<file path="config.mk">
export PLATFORM = sky130hd
export DESIGN_NAME = mqx_expansion_config
export DESIGN_NICKNAME = d
export VERILOG_FILES = /design/src/rtl/mqx_pkg.sv /design/src/rtl/mqx_expansion_config.sv
export SDC_FILE = /design/constraint.sdc
export NUM_CORES = 1
export LEC_CHECK = 0
export ABC_AREA = 1
export BUFFER_PORTS_ARGS = -buffer_cell sky130_fd_sc_hd__buf_2
export CAP_MARGIN = 10
export CORE_ASPECT_RATIO = 1.75
export CORE_MARGIN = 4
export CORE_UTILIZATION = 25
export DETAILED_ROUTE_END_ITERATION = 10
export SKIP_CTS_REPAIR_TIMING = 1
export SKIP_LAST_GASP = 1
export SLEW_MARGIN = 5
export SYNTH_ARGS = -nofsm -noshare
export SYNTH_HDL_FRONTEND = slang
export SYNTH_SLANG_ARGS = --single-unit
</file>
<file path="constraint.sdc">
create_clock -name clk_in -period 2.8 [get_ports clk_in]
set_input_delay 0.42 -clock clk_in [delete_from_list [all_inputs] [get_ports clk_in]]
set_output_delay 0.42 -clock clk_in [all_outputs]
set_load 0.05 [all_outputs]
</file>
<file path="src/rtl/mqx_pkg.sv">
package mqx_pkg;
    // address layout: top three bits pick the device, low bits the queue
    localparam int WR_ADDR_W = 5;
    localparam int RD_ADDR_W = 6;
    localparam int DEV_CODE_W = 3;
    localparam int QSEL_W = 2;
    localparam int NUM_QUEUES = 4;
    localparam int RD_NULL_BIT = 2;
    // data bus widths picked by the width selects
    localparam int BUS_WIDE = 18;
    localparam int BUS_NARROW = 9;
    // output valid lags the read selection by this many cycles
    localparam int OV_LAG_CYCLES = 2;
    // register byte offsets on the wishbone bus
    localparam logic [7:0] REG_CTRL = 8'h00;
    localparam logic [7:0] REG_CFG = 8'h04;
    localparam logic [7:0] REG_SEL = 8'h08;
    // control register field positions and reset value
    localparam int CTRL_PROG_DONE = 0;
    localparam logic CTRL_PROG_DONE_RST = 1'b0;
    // config register field positions
    localparam int CFG_CODE_LSB = 0;
    localparam int CFG_IN_X9 = 3;
    localparam int CFG_OUT_X9 = 4;
    localparam int CFG_PRIMARY = 5;
    localparam int CFG_POLLED = 6;
    localparam int CFG_VALID = 7;
    // selection register field positions
    localparam int SEL_WR = 0;
    localparam int SEL_WR_Q = 1;
    localparam int SEL_RD = 3;
    localparam int SEL_RD_Q = 4;
    localparam int SEL_RD_NULL = 6;
    localparam int SEL_OV_N = 7;
    localparam int SEL_AF_OWN = 8;
    // number of synchronised pin bits
    localparam int PIN_BITS = 24;
endpackage

</file>
<file path="src/rtl/mqx_expansion_config.sv">
// The register addresses and the Wishbone interface to the registers were left to the implementer.
`timescale 1ns/1ps
module mqx_expansion_config
    import mqx_pkg::*;
(
    // clock and reset
    input wire logic clk_in,
    input wire logic srst_in,
    // wishbone slave
    input wire logic wb_cyc_in,
    input wire logic wb_stb_in,
    input wire logic wb_we_in,
    input wire logic [3:0] wb_sel_in,
    input wire logic [7:0] wb_adr_in,
    input wire logic [31:0] wb_dat_in,
    output logic [31:0] wb_dat_out,
    output logic wb_ack_out,
    // configuration pins and master reset
    input wire logic global_reset_n_in,
    input wire logic [DEV_CODE_W-1:0] device_select_code_in,
    input wire logic input_width_select_in,
    input wire logic output_width_select_in,
    input wire logic primary_select_in,
    input wire logic flag_mode_select_in,
    // write port selection
    input wire logic write_select_strobe_in,
    input wire logic flag_bus_strobe_in,
    input wire logic [WR_ADDR_W-1:0] write_queue_address_in,
    // read port selection and output enable
    input wire logic read_select_strobe_in,
    input wire logic [RD_ADDR_W-1:0] read_queue_address_in,
    input wire logic output_enable_n_in,
    // queue status from the local queue logic
    input wire logic [NUM_QUEUES-1:0] almost_full_flag_in,
    input wire logic [NUM_QUEUES-1:0] queue_empty_in,
    // almost-full flag bus and token chain
    input wire logic full_token_in,
    output logic full_token_out,
    output logic full_poll_sync_pulse_out,
    output logic [NUM_QUEUES-1:0] almost_full_flag_bus_out,
    output logic almost_full_flag_bus_oe_out,
    // write side state
    output logic write_selected_out,
    output logic [QSEL_W-1:0] write_queue_out,
    output logic write_bus_x9_out,
    // read side state and shared outputs
    output logic read_selected_out,
    output logic [QSEL_W-1:0] read_queue_out,
    output logic read_bus_x9_out,
    output logic read_data_oe_out,
    output logic output_valid_flag_n_out,
    output logic output_valid_flag_oe_out
);
    logic [PIN_BITS-1:0] pin_s1_r;
    logic [PIN_BITS-1:0] pin_s2_r;
    logic mrs_s, tok_s, fstr_s, wstr_s, rstr_s, oe_n_s;
    logic iw_s, ow_s, prim_s, fm_s;
    logic [DEV_CODE_W-1:0] code_s;
    logic [WR_ADDR_W-1:0] waddr_s;
    logic [RD_ADDR_W-1:0] raddr_s;
    logic mrs_d_r;
    logic cfg_valid_r, cfg_iw_r, cfg_ow_r, cfg_prim_r, cfg_fm_r;
    logic [DEV_CODE_W-1:0] cfg_code_r;
    logic prog_done_r, ready, ready_d_r, kick;
    logic mrs_fall, mrs_rise;
    logic wr_match, rd_match, poll_load;
    logic wr_sel_r, rd_sel_r, rd_null_r, rd_own_r, af_own_r;
    logic [QSEL_W-1:0] wr_q_r, rd_q_r;
    logic sync_r, tok_r, af_oe_r;
    logic [NUM_QUEUES-1:0] af_bus_r;
    logic rd_has_data, ov_p1_r, ov_n_r;
    logic ack_r;
    logic [31:0] rdata, dat_r;

    // queue bits must sit right below the device code; on the read bus the null bit sits between them
    if (WR_ADDR_W != DEV_CODE_W + QSEL_W || NUM_QUEUES != (1 << QSEL_W)
        || RD_ADDR_W != RD_NULL_BIT + 1 + DEV_CODE_W) begin : g_addr_check
        $error("address layout does not fit the code and queue fields");
    end

    // every pin crosses two flops; stage one feeds stage two only
    always_ff @(posedge clk_in) begin
        pin_s1_r <= {global_reset_n_in, device_select_code_in, input_width_select_in,
                     output_width_select_in, primary_select_in, flag_mode_select_in,
                     full_token_in, flag_bus_strobe_in, write_select_strobe_in,
                     write_queue_address_in, read_select_strobe_in,
                     read_queue_address_in, output_enable_n_in};
        pin_s2_r <= pin_s1_r;
    end

    // unpack the synchronised pins
    assign {mrs_s, code_s, iw_s, ow_s, prim_s, fm_s, tok_s, fstr_s, wstr_s,
            waddr_s, rstr_s, raddr_s, oe_n_s} = pin_s2_r;

    // master reset edges; history starts high so a full pulse is needed
    assign mrs_fall = mrs_d_r && !mrs_s;
    assign mrs_rise = !mrs_d_r && mrs_s;
    always_ff @(posedge clk_in) begin
        if (srst_in) begin
            mrs_d_r <= 1'b1;
        end else begin
            mrs_d_r <= mrs_s;
        end
    end

    // straps caught at the release of master reset, frozen until the next one
    always_ff @(posedge clk_in) begin
        if (srst_in) begin
            cfg_valid_r <= 1'b0;
            cfg_code_r <= '0;
            cfg_iw_r <= 1'b0;
            cfg_ow_r <= 1'b0;
            cfg_prim_r <= 1'b0;
            cfg_fm_r <= 1'b0;
        end else if (mrs_fall) begin
            cfg_valid_r <= 1'b0;
        end else if (mrs_rise) begin
            cfg_valid_r <= 1'b1;
            cfg_code_r <= code_s;
            cfg_iw_r <= iw_s;
            cfg_ow_r <= ow_s;
            cfg_prim_r <= prim_s;
            cfg_fm_r <= fm_s;
        end
    end

    // programming flag: software sets it, master reset clears it
    always_ff @(posedge clk_in) begin
        if (srst_in || mrs_fall) begin
            prog_done_r <= CTRL_PROG_DONE_RST;
        end else if (ack_r && wb_we_in && wb_sel_in[0] && wb_adr_in == REG_CTRL) begin
            prog_done_r <= wb_dat_in[CTRL_PROG_DONE];
        end
    end

    // selections are refused until configured and programmed
    assign ready = cfg_valid_r && prog_done_r && mrs_s;
    always_ff @(posedge clk_in) begin
        if (srst_in) begin
            ready_d_r <= 1'b0;
        end else begin
            ready_d_r <= ready;
        end
    end

    // the primary opens the polling loop once, as it becomes ready
    assign kick = ready && !ready_d_r && cfg_prim_r;

    // device match on the top address bits; the role plays no part
    assign wr_match = waddr_s[WR_ADDR_W-1 -: DEV_CODE_W] == cfg_code_r;
    assign rd_match = raddr_s[RD_ADDR_W-1 -: DEV_CODE_W] == cfg_code_r;

    // write queue selection
    always_ff @(posedge clk_in) begin
        if (srst_in || !ready) begin
            wr_sel_r <= 1'b0;
            wr_q_r <= '0;
        end else if (wstr_s) begin
            wr_sel_r <= wr_match;
            wr_q_r <= waddr_s[QSEL_W-1:0];
        end
    end

    // read queue selection; bit two addresses the null queue
    always_ff @(posedge clk_in) begin
        if (srst_in || !ready) begin
            rd_sel_r <= 1'b0;
            rd_null_r <= 1'b0;
            rd_q_r <= '0;
        end else if (rstr_s) begin
            rd_sel_r <= rd_match;
            rd_null_r <= raddr_s[RD_NULL_BIT];
            rd_q_r <= raddr_s[QSEL_W-1:0];
        end
    end

    // ownership of the read-side shared lines: primary first, then by selection
    always_ff @(posedge clk_in) begin
        if (srst_in || !cfg_valid_r) begin
            rd_own_r <= 1'b0;
        end else if (!ready_d_r) begin
            rd_own_r <= cfg_prim_r;
        end else if (rstr_s && ready) begin
            rd_own_r <= rd_match;
        end
    end

    // direct flag bus: a strobe with matching code hands this device the bus
    always_ff @(posedge clk_in) begin
        if (srst_in || !cfg_valid_r || cfg_fm_r) begin
            af_own_r <= 1'b0;
        end else if (!ready_d_r) begin
            af_own_r <= cfg_prim_r;
        end else if (fstr_s && ready) begin
            af_own_r <= wr_match;
        end
    end

    // polled flag bus: our slot is the edge after the token arrives
    assign poll_load = cfg_fm_r && ready && (tok_s || kick);
    always_ff @(posedge clk_in) begin
        if (srst_in) begin
            sync_r <= 1'b0;
            tok_r <= 1'b0;
            af_oe_r <= 1'b0;
            af_bus_r <= '0;
        end else begin
            sync_r <= poll_load;
            tok_r <= poll_load;
            af_oe_r <= poll_load || (!cfg_fm_r && af_own_r && ready);
            af_bus_r <= almost_full_flag_in;
        end
    end

    // output valid: two-stage path matching the data output delay
    assign rd_has_data = rd_sel_r && !rd_null_r && !queue_empty_in[rd_q_r];
    always_ff @(posedge clk_in) begin
        if (srst_in) begin
            ov_p1_r <= 1'b0;
            ov_n_r <= 1'b1;
        end else begin
            ov_p1_r <= rd_has_data;
            ov_n_r <= !ov_p1_r;
        end
    end

    // output enable is a pin, so it reaches the lines after synchronising
    assign read_data_oe_out = cfg_valid_r && !oe_n_s
                              && (cfg_prim_r || rd_own_r);
    assign output_valid_flag_oe_out = cfg_valid_r && rd_own_r;

    // flag bus, token and output valid flag outputs
    assign full_poll_sync_pulse_out = sync_r;
    assign full_token_out = tok_r;
    assign almost_full_flag_bus_out = af_bus_r;
    assign almost_full_flag_bus_oe_out = af_oe_r;
    assign output_valid_flag_n_out = ov_n_r;

    // selection and width state
    assign write_selected_out = wr_sel_r;
    assign write_queue_out = wr_q_r;
    assign read_selected_out = rd_sel_r;
    assign read_queue_out = rd_q_r;
    assign write_bus_x9_out = cfg_iw_r;
    assign read_bus_x9_out = cfg_ow_r;

    // register read mux; unmapped offsets read zero
    always_comb begin
        rdata = '0;
        case (wb_adr_in)
            REG_CTRL: begin
                rdata[CTRL_PROG_DONE] = prog_done_r;
            end
            REG_CFG: begin
                rdata[CFG_CODE_LSB +: DEV_CODE_W] = cfg_code_r;
                rdata[CFG_IN_X9] = cfg_iw_r;
                rdata[CFG_OUT_X9] = cfg_ow_r;
                rdata[CFG_PRIMARY] = cfg_prim_r;
                rdata[CFG_POLLED] = cfg_fm_r;
                rdata[CFG_VALID] = cfg_valid_r;
            end
            REG_SEL: begin
                rdata[SEL_WR] = wr_sel_r;
                rdata[SEL_WR_Q +: QSEL_W] = wr_q_r;
                rdata[SEL_RD] = rd_sel_r;
                rdata[SEL_RD_Q +: QSEL_W] = rd_q_r;
                rdata[SEL_RD_NULL] = rd_null_r;
                rdata[SEL_OV_N] = ov_n_r;
                rdata[SEL_AF_OWN] = af_own_r;
            end
            default: begin
                rdata = '0;
            end
        endcase
    end

    // one wait state: ack one cycle after the request, dropped right after
    always_ff @(posedge clk_in) begin
        if (srst_in) begin
            ack_r <= 1'b0;
            dat_r <= '0;
        end else begin
            ack_r <= wb_cyc_in && wb_stb_in && !ack_r;
            if (wb_cyc_in && wb_stb_in && !ack_r) begin
                dat_r <= rdata;
            end
        end
    end
    assign wb_ack_out = ack_r;
    assign wb_dat_out = dat_r;
endmodule

</file>
## Yosys cells after proc, flatten, opt, wreduce, memory -nomap -nowiden

Index checks and enable logic that the tools add are counted.
W data, S select, Z words.

- Register bits after elaboration: 86
- Input bits: 81
- Output and inout bits: 51
- Word-level logic and storage cells: 85

- $lt $le $gt $ge: 1
- Equal/unequal tests: 6
- Muxes and demuxes: 9
- Bitwise logic cells: 1
- Reductions and logical operators: 43

Operators with widths:

| cell | number |
|---|---|
| $logic_and A1 B1 Y1 | 22 |
| $pmux W7 S2 | 1 |
| $logic_not A1 Y1 | 11 |
| $eq A8 B3 Y1 const B | 1 |
| $eq A8 B4 Y1 const B | 1 |
| $logic_not A8 Y1 | 1 |
| $logic_or A1 B1 Y1 | 7 |
| $eq A3 B3 Y1 | 2 |
| $mux W1 | 6 |
| $ne A2 B1 Y1 const B | 2 |
| $lt A2 B3 Y1 const B | 1 |
| $pmux W1 S3 | 1 |
| $bmux W1 S2 | 1 |
| $reduce_and A2 Y1 | 1 |
| $reduce_or A2 Y1 | 1 |
| $not A1 Y1 | 1 |

## Logic depth before layout (Yosys ltp)

- Word-level depth: 7
- Gate-level depth with buffers: 9
- Depth with buffers taken out: 9

## Worst setup path before layout

OpenSTA, ideal clock, no wires.

- Path type: register -> output
- Start point: reg cfg_valid_r
- End point: out read_data_oe_out
- Data arrival time: 1.268 ns
- Required time: 2.380 ns
- Setup slack: 1.112 ns
- Cell stages (with the launch flop): 4
- Buffers on the path: 1
- Cell sequence: dfxtp_1 -> buf_4 -> nand2_1 -> a21oi_1

- Word-level cells in the longest chain between the ends: 2

Ends and longest elaborated chain:

| item | RTL line | RTL |
|---|---|---|
| from (decl) | mqx_expansion_config.sv:62 | `logic cfg_valid_r, cfg_iw_r, cfg_ow_r, cfg_prim_r, cfg_fm_r;` |
| from (signal assigned) | mqx_expansion_config.sv:109 | `cfg_valid_r <= 1'b0;` |
| from (signal assigned) | mqx_expansion_config.sv:116 | `cfg_valid_r <= 1'b0;` |
| from (signal assigned) | mqx_expansion_config.sv:118 | `cfg_valid_r <= 1'b1;` |
| $logic_and A1 B1 Y1 | mqx_expansion_config.sv:228 | `assign read_data_oe_out = cfg_valid_r && !oe_n_s` |
| $logic_and A1 B1 Y1 | mqx_expansion_config.sv:229 | `&& (cfg_prim_r \|\| rd_own_r);` |
| to (decl) | mqx_expansion_config.sv:50 | `output logic read_data_oe_out,` |

Every way passes these cells.

## Final worst setup path

Same ends and word-level chain as after synthesis.

==> results by group <==
Power and ir drop
  • P_sw: between 600 and 700 uW
  • Sequential share of power: between 40% and 50%
  • PwrDens: 749 mW/mm^2
  • Pint: approximately 2.1 mW
  • Net Sw Frac: a little under a quarter
  • Pleak: between 1.5 and 2 nW
  • Total Power: 2.72 mW
  • Max VDD drop: 0.344 mV
  • Clock power share: a little over two fifths
  • Gate power share: ~8.6%

Yosys
  • FF+latch count, synth: 86
  • Cell variety after synth: 28
  • Synth async-reset ratio: 0%
  • Top cell type's share of synthesized area: slightly below 60%
  • Synth Instances: 322
  • Synth Area per Inst: roughly 9.1 um^2
  • Commonest cells post-synth: 86 x dfxtp_1, 46 x nor2_1, 41 x nand2_1
  • Largest area contributor in the netlist: dfxtp_1
  • Post-synth EDFFs: 0
  • Synth Warn #: 0
  • Top cells by area, synth: dfxtp_1 59%, buf_4 6.7%, nor2_1 5.9%, nand2_1 5.3%, inv_1 4.2%
  • Mapped Area: ~0.0029 mm^2
  • Ys flop type: dfxtp_1
  • Sequential area share after synthesis: 58.8%
  • Most common cell in the synthesized netlist: dfxtp_1

Critical path
  • Critical path arrival: 1.40 ns
  • Setup CP Type: flip-flop to output pin
  • Endpoint type of the worst setup path: output pin
  • Critical path's slowest cell: dfxtp_1
  • Top cell family by delay on the critical path: flip-flops
  • Max stage delay on crit path: between 0.5 and 0.6 ns
  • CP Buf/Inv Count: 1
  • Cell Chain, Critical Path: nand2_1 -> a21oi_1 -> buf_2
  • Crit start category: flip-flop
  • CP Max Fanout: 8
  • WP data required: about 2.4 ns

Global route
  • First-pass GRT wire length: 9480 um
  • Grt ovf: 0
  • Vias in the first global route: just under 2k
  • Largest net degree at the start of global routing: 18
  • Initial antenna violation count: 0
  • Overall global routing resource usage: slightly above 9%

Clock tree
  • Reg clk slew, reported paths: 0.06 ns
  • Root cell of the clock tree: clkbuf_16
  • Clock buffer depth: 2
  • Clk sinks: 86
  • Latest clock arrival within the worst-skew pair: between 0.3 and 0.4 ns
  • H-tree depth: 3
  • Cts bufs inserted: 9
  • CTS tree: built

Drt
  • DRT iter0 DRCs: between 70 and 80
  • Via count: about 2.1k
  • Post-route ant nets: 0
  • Via-to-Cell Ratio: between 3 and 4
  • Avg WL per Cell: roughly 12 um
  • TritonRoute pass-1 iters: 4
  • Drt drc: 0
  • Detailed-route wire length: 6200 um

Floorplanning
  • DIE WIDTH: about 90 um
  • # IOs: ~130
  • Initial core utilization: between 20 and 30%
  • Die area: around 0.014 mm^2
  • Core area: roughly 0.012 mm^2
  • Row count: 52
  • Die height: about 150 um

STA
  • Final critical-path share of the clock period: between 60% and 70%
  • FMAX: ~0.55 GHz
  • Setup violators final: 0
  • Final min period: roughly 1.8 ns
  • Final Slew Violations: 0
  • RSZ-0062 raised after global routing: false
  • Final hold violations: 0
  • Fin Setup TNS: 0 ns
  • Worst clock skew: 0.00644 ns

Place
  • Placed Area: between 0.003 and 0.004 mm^2
  • Port bufs: 74
  • DP HPWL: 4910 um
  • GP Congestion: 0.803

Final layout
  • # diodes: 0
  • Final instance area: roughly 0.0036 mm^2
  • Area Overhead vs Synth: 23.8%
  • Layout cells sized above 1: between 20% and 30%
  • Nets: between 400 and 500

Min path
  • Hold Path Class: primary input to flip-flop

Status
  • Status: finished, final reports clean

Run
  • Max-cap violations: 0
[through the flow]
step | utilization (%) | hold WS (ns) | setup WS, ns | cells
floorplan | - | 0.310 | 1.11 | 344
global placement | 28.9 | 0.312 | 1.34 | 522
detailed placement | 28.9 | 0.312 | 1.34 | 522
CTS | 31.5 | 0.176 | 0.962 | 538
global route | 31.5 | 0.175 | 0.905 | 538
finish | 31.5 | 0.190 | 0.978 | 538
[layout make-up]
class                   count  area, um^2
repair buffers             74         370
multi-input cells         185         900
clock inverters             3        42.5
flip-flops and latches     86        1720
fillers                  1188        7890
inverters                  42         163
well taps                 135         169
clock buffers              13         260
[routing by layer]
metal,part of all wire [%],vias up,GRT usage [%]
li1,-,1096,-
met1,36,929,8.60
met2,54,81,17.2
met4,4.2,0,5.83
met3,5.5,16,2.83
met5,0,-,0
[path summary, 6_finish.rpt]
| check | from | endpoint | slack, ns | depth (start not counted) |
|---|---|---|---|---|
| worst max-delay path | cfg_valid_r$_SDFFE_PP0P_ | read_data_oe_out | 0.98 | 3 |
| worst min-delay path | input_width_select_in | pin_s1_r[19]$_DFF_P_ | 0.19 | 1 |
| worst max register to register | cfg_valid_r$_SDFFE_PP0P_ | af_own_r$_SDFFE_PP0P_ | 1.63 | 6 |
| worst min register to register | pin_s1_r[21]$_DFF_P_ | pin_s2_r[21]$_DFF_P_ | 0.32 | 0 |
[power groups by stage]
stage | Combinational, mW | Clock [mW] | Sequential, mW
after detailed placement | 0.234 | 0 | 1.33
after global placement | 0.230 | 0 | 1.33
after global routing | 0.253 | 1.26 | 1.31
final | 0.233 | 1.18 | 1.30
after CTS | 0.235 | 1.21 | 1.30
after floorplan | 0.165 | 0 | 1.36
[sequential cells by signal, summed over array words and instances, names as in the netlist, 2 cells and up]
| name | count |
|---|---|
| almost_full_flag_bus_out | 4 |
| cfg_code_r | 3 |
| pin_s1_r | 24 |
| pin_s2_r | 24 |
| read_queue_out | 2 |
| wb_dat_out | 9 |
| write_queue_out | 2 |
[worst reg2reg max path: cells and delay by family, from the launching register on]
kind	cells	cell delay, ns
AO/OA/AOI/OAI	1	0.11
flip-flops	1	0.53
AND/OR/NAND/NOR	5	0.47
[logic make-up (layout without fill, tap and decap cells)]
logic type | after synthesis | after routing | synth area share [%]
simple gates | 122 | 122 | 19.5
other cells | 1 | 23 | 0.128
xor+xnor | 4 | 4 | 1.20
flops | 86 | 86 | 58.8
buf+inv | 73 | 132 | 13.3
compound gates | 36 | 36 | 7.05
[placed cells by master, fill, tap and decap left out, drive strengths merged]
cell type	synthesis	layout
dfxtp	86	86
buf	31	74
nor2	51	51
nand2	45	45
inv	41	41
conb	1	23
nand3	23	23
a21oi	19	19
o21ai	15	15
clkbuf	0	13
xnor2	4	4
nand4	2	2
clkinv	1	2
o21a	1	1
o22ai	1	1
nor3	1	1
bufinv	0	1
clkinvlp	0	1
(Power assumes the default switching activity.)
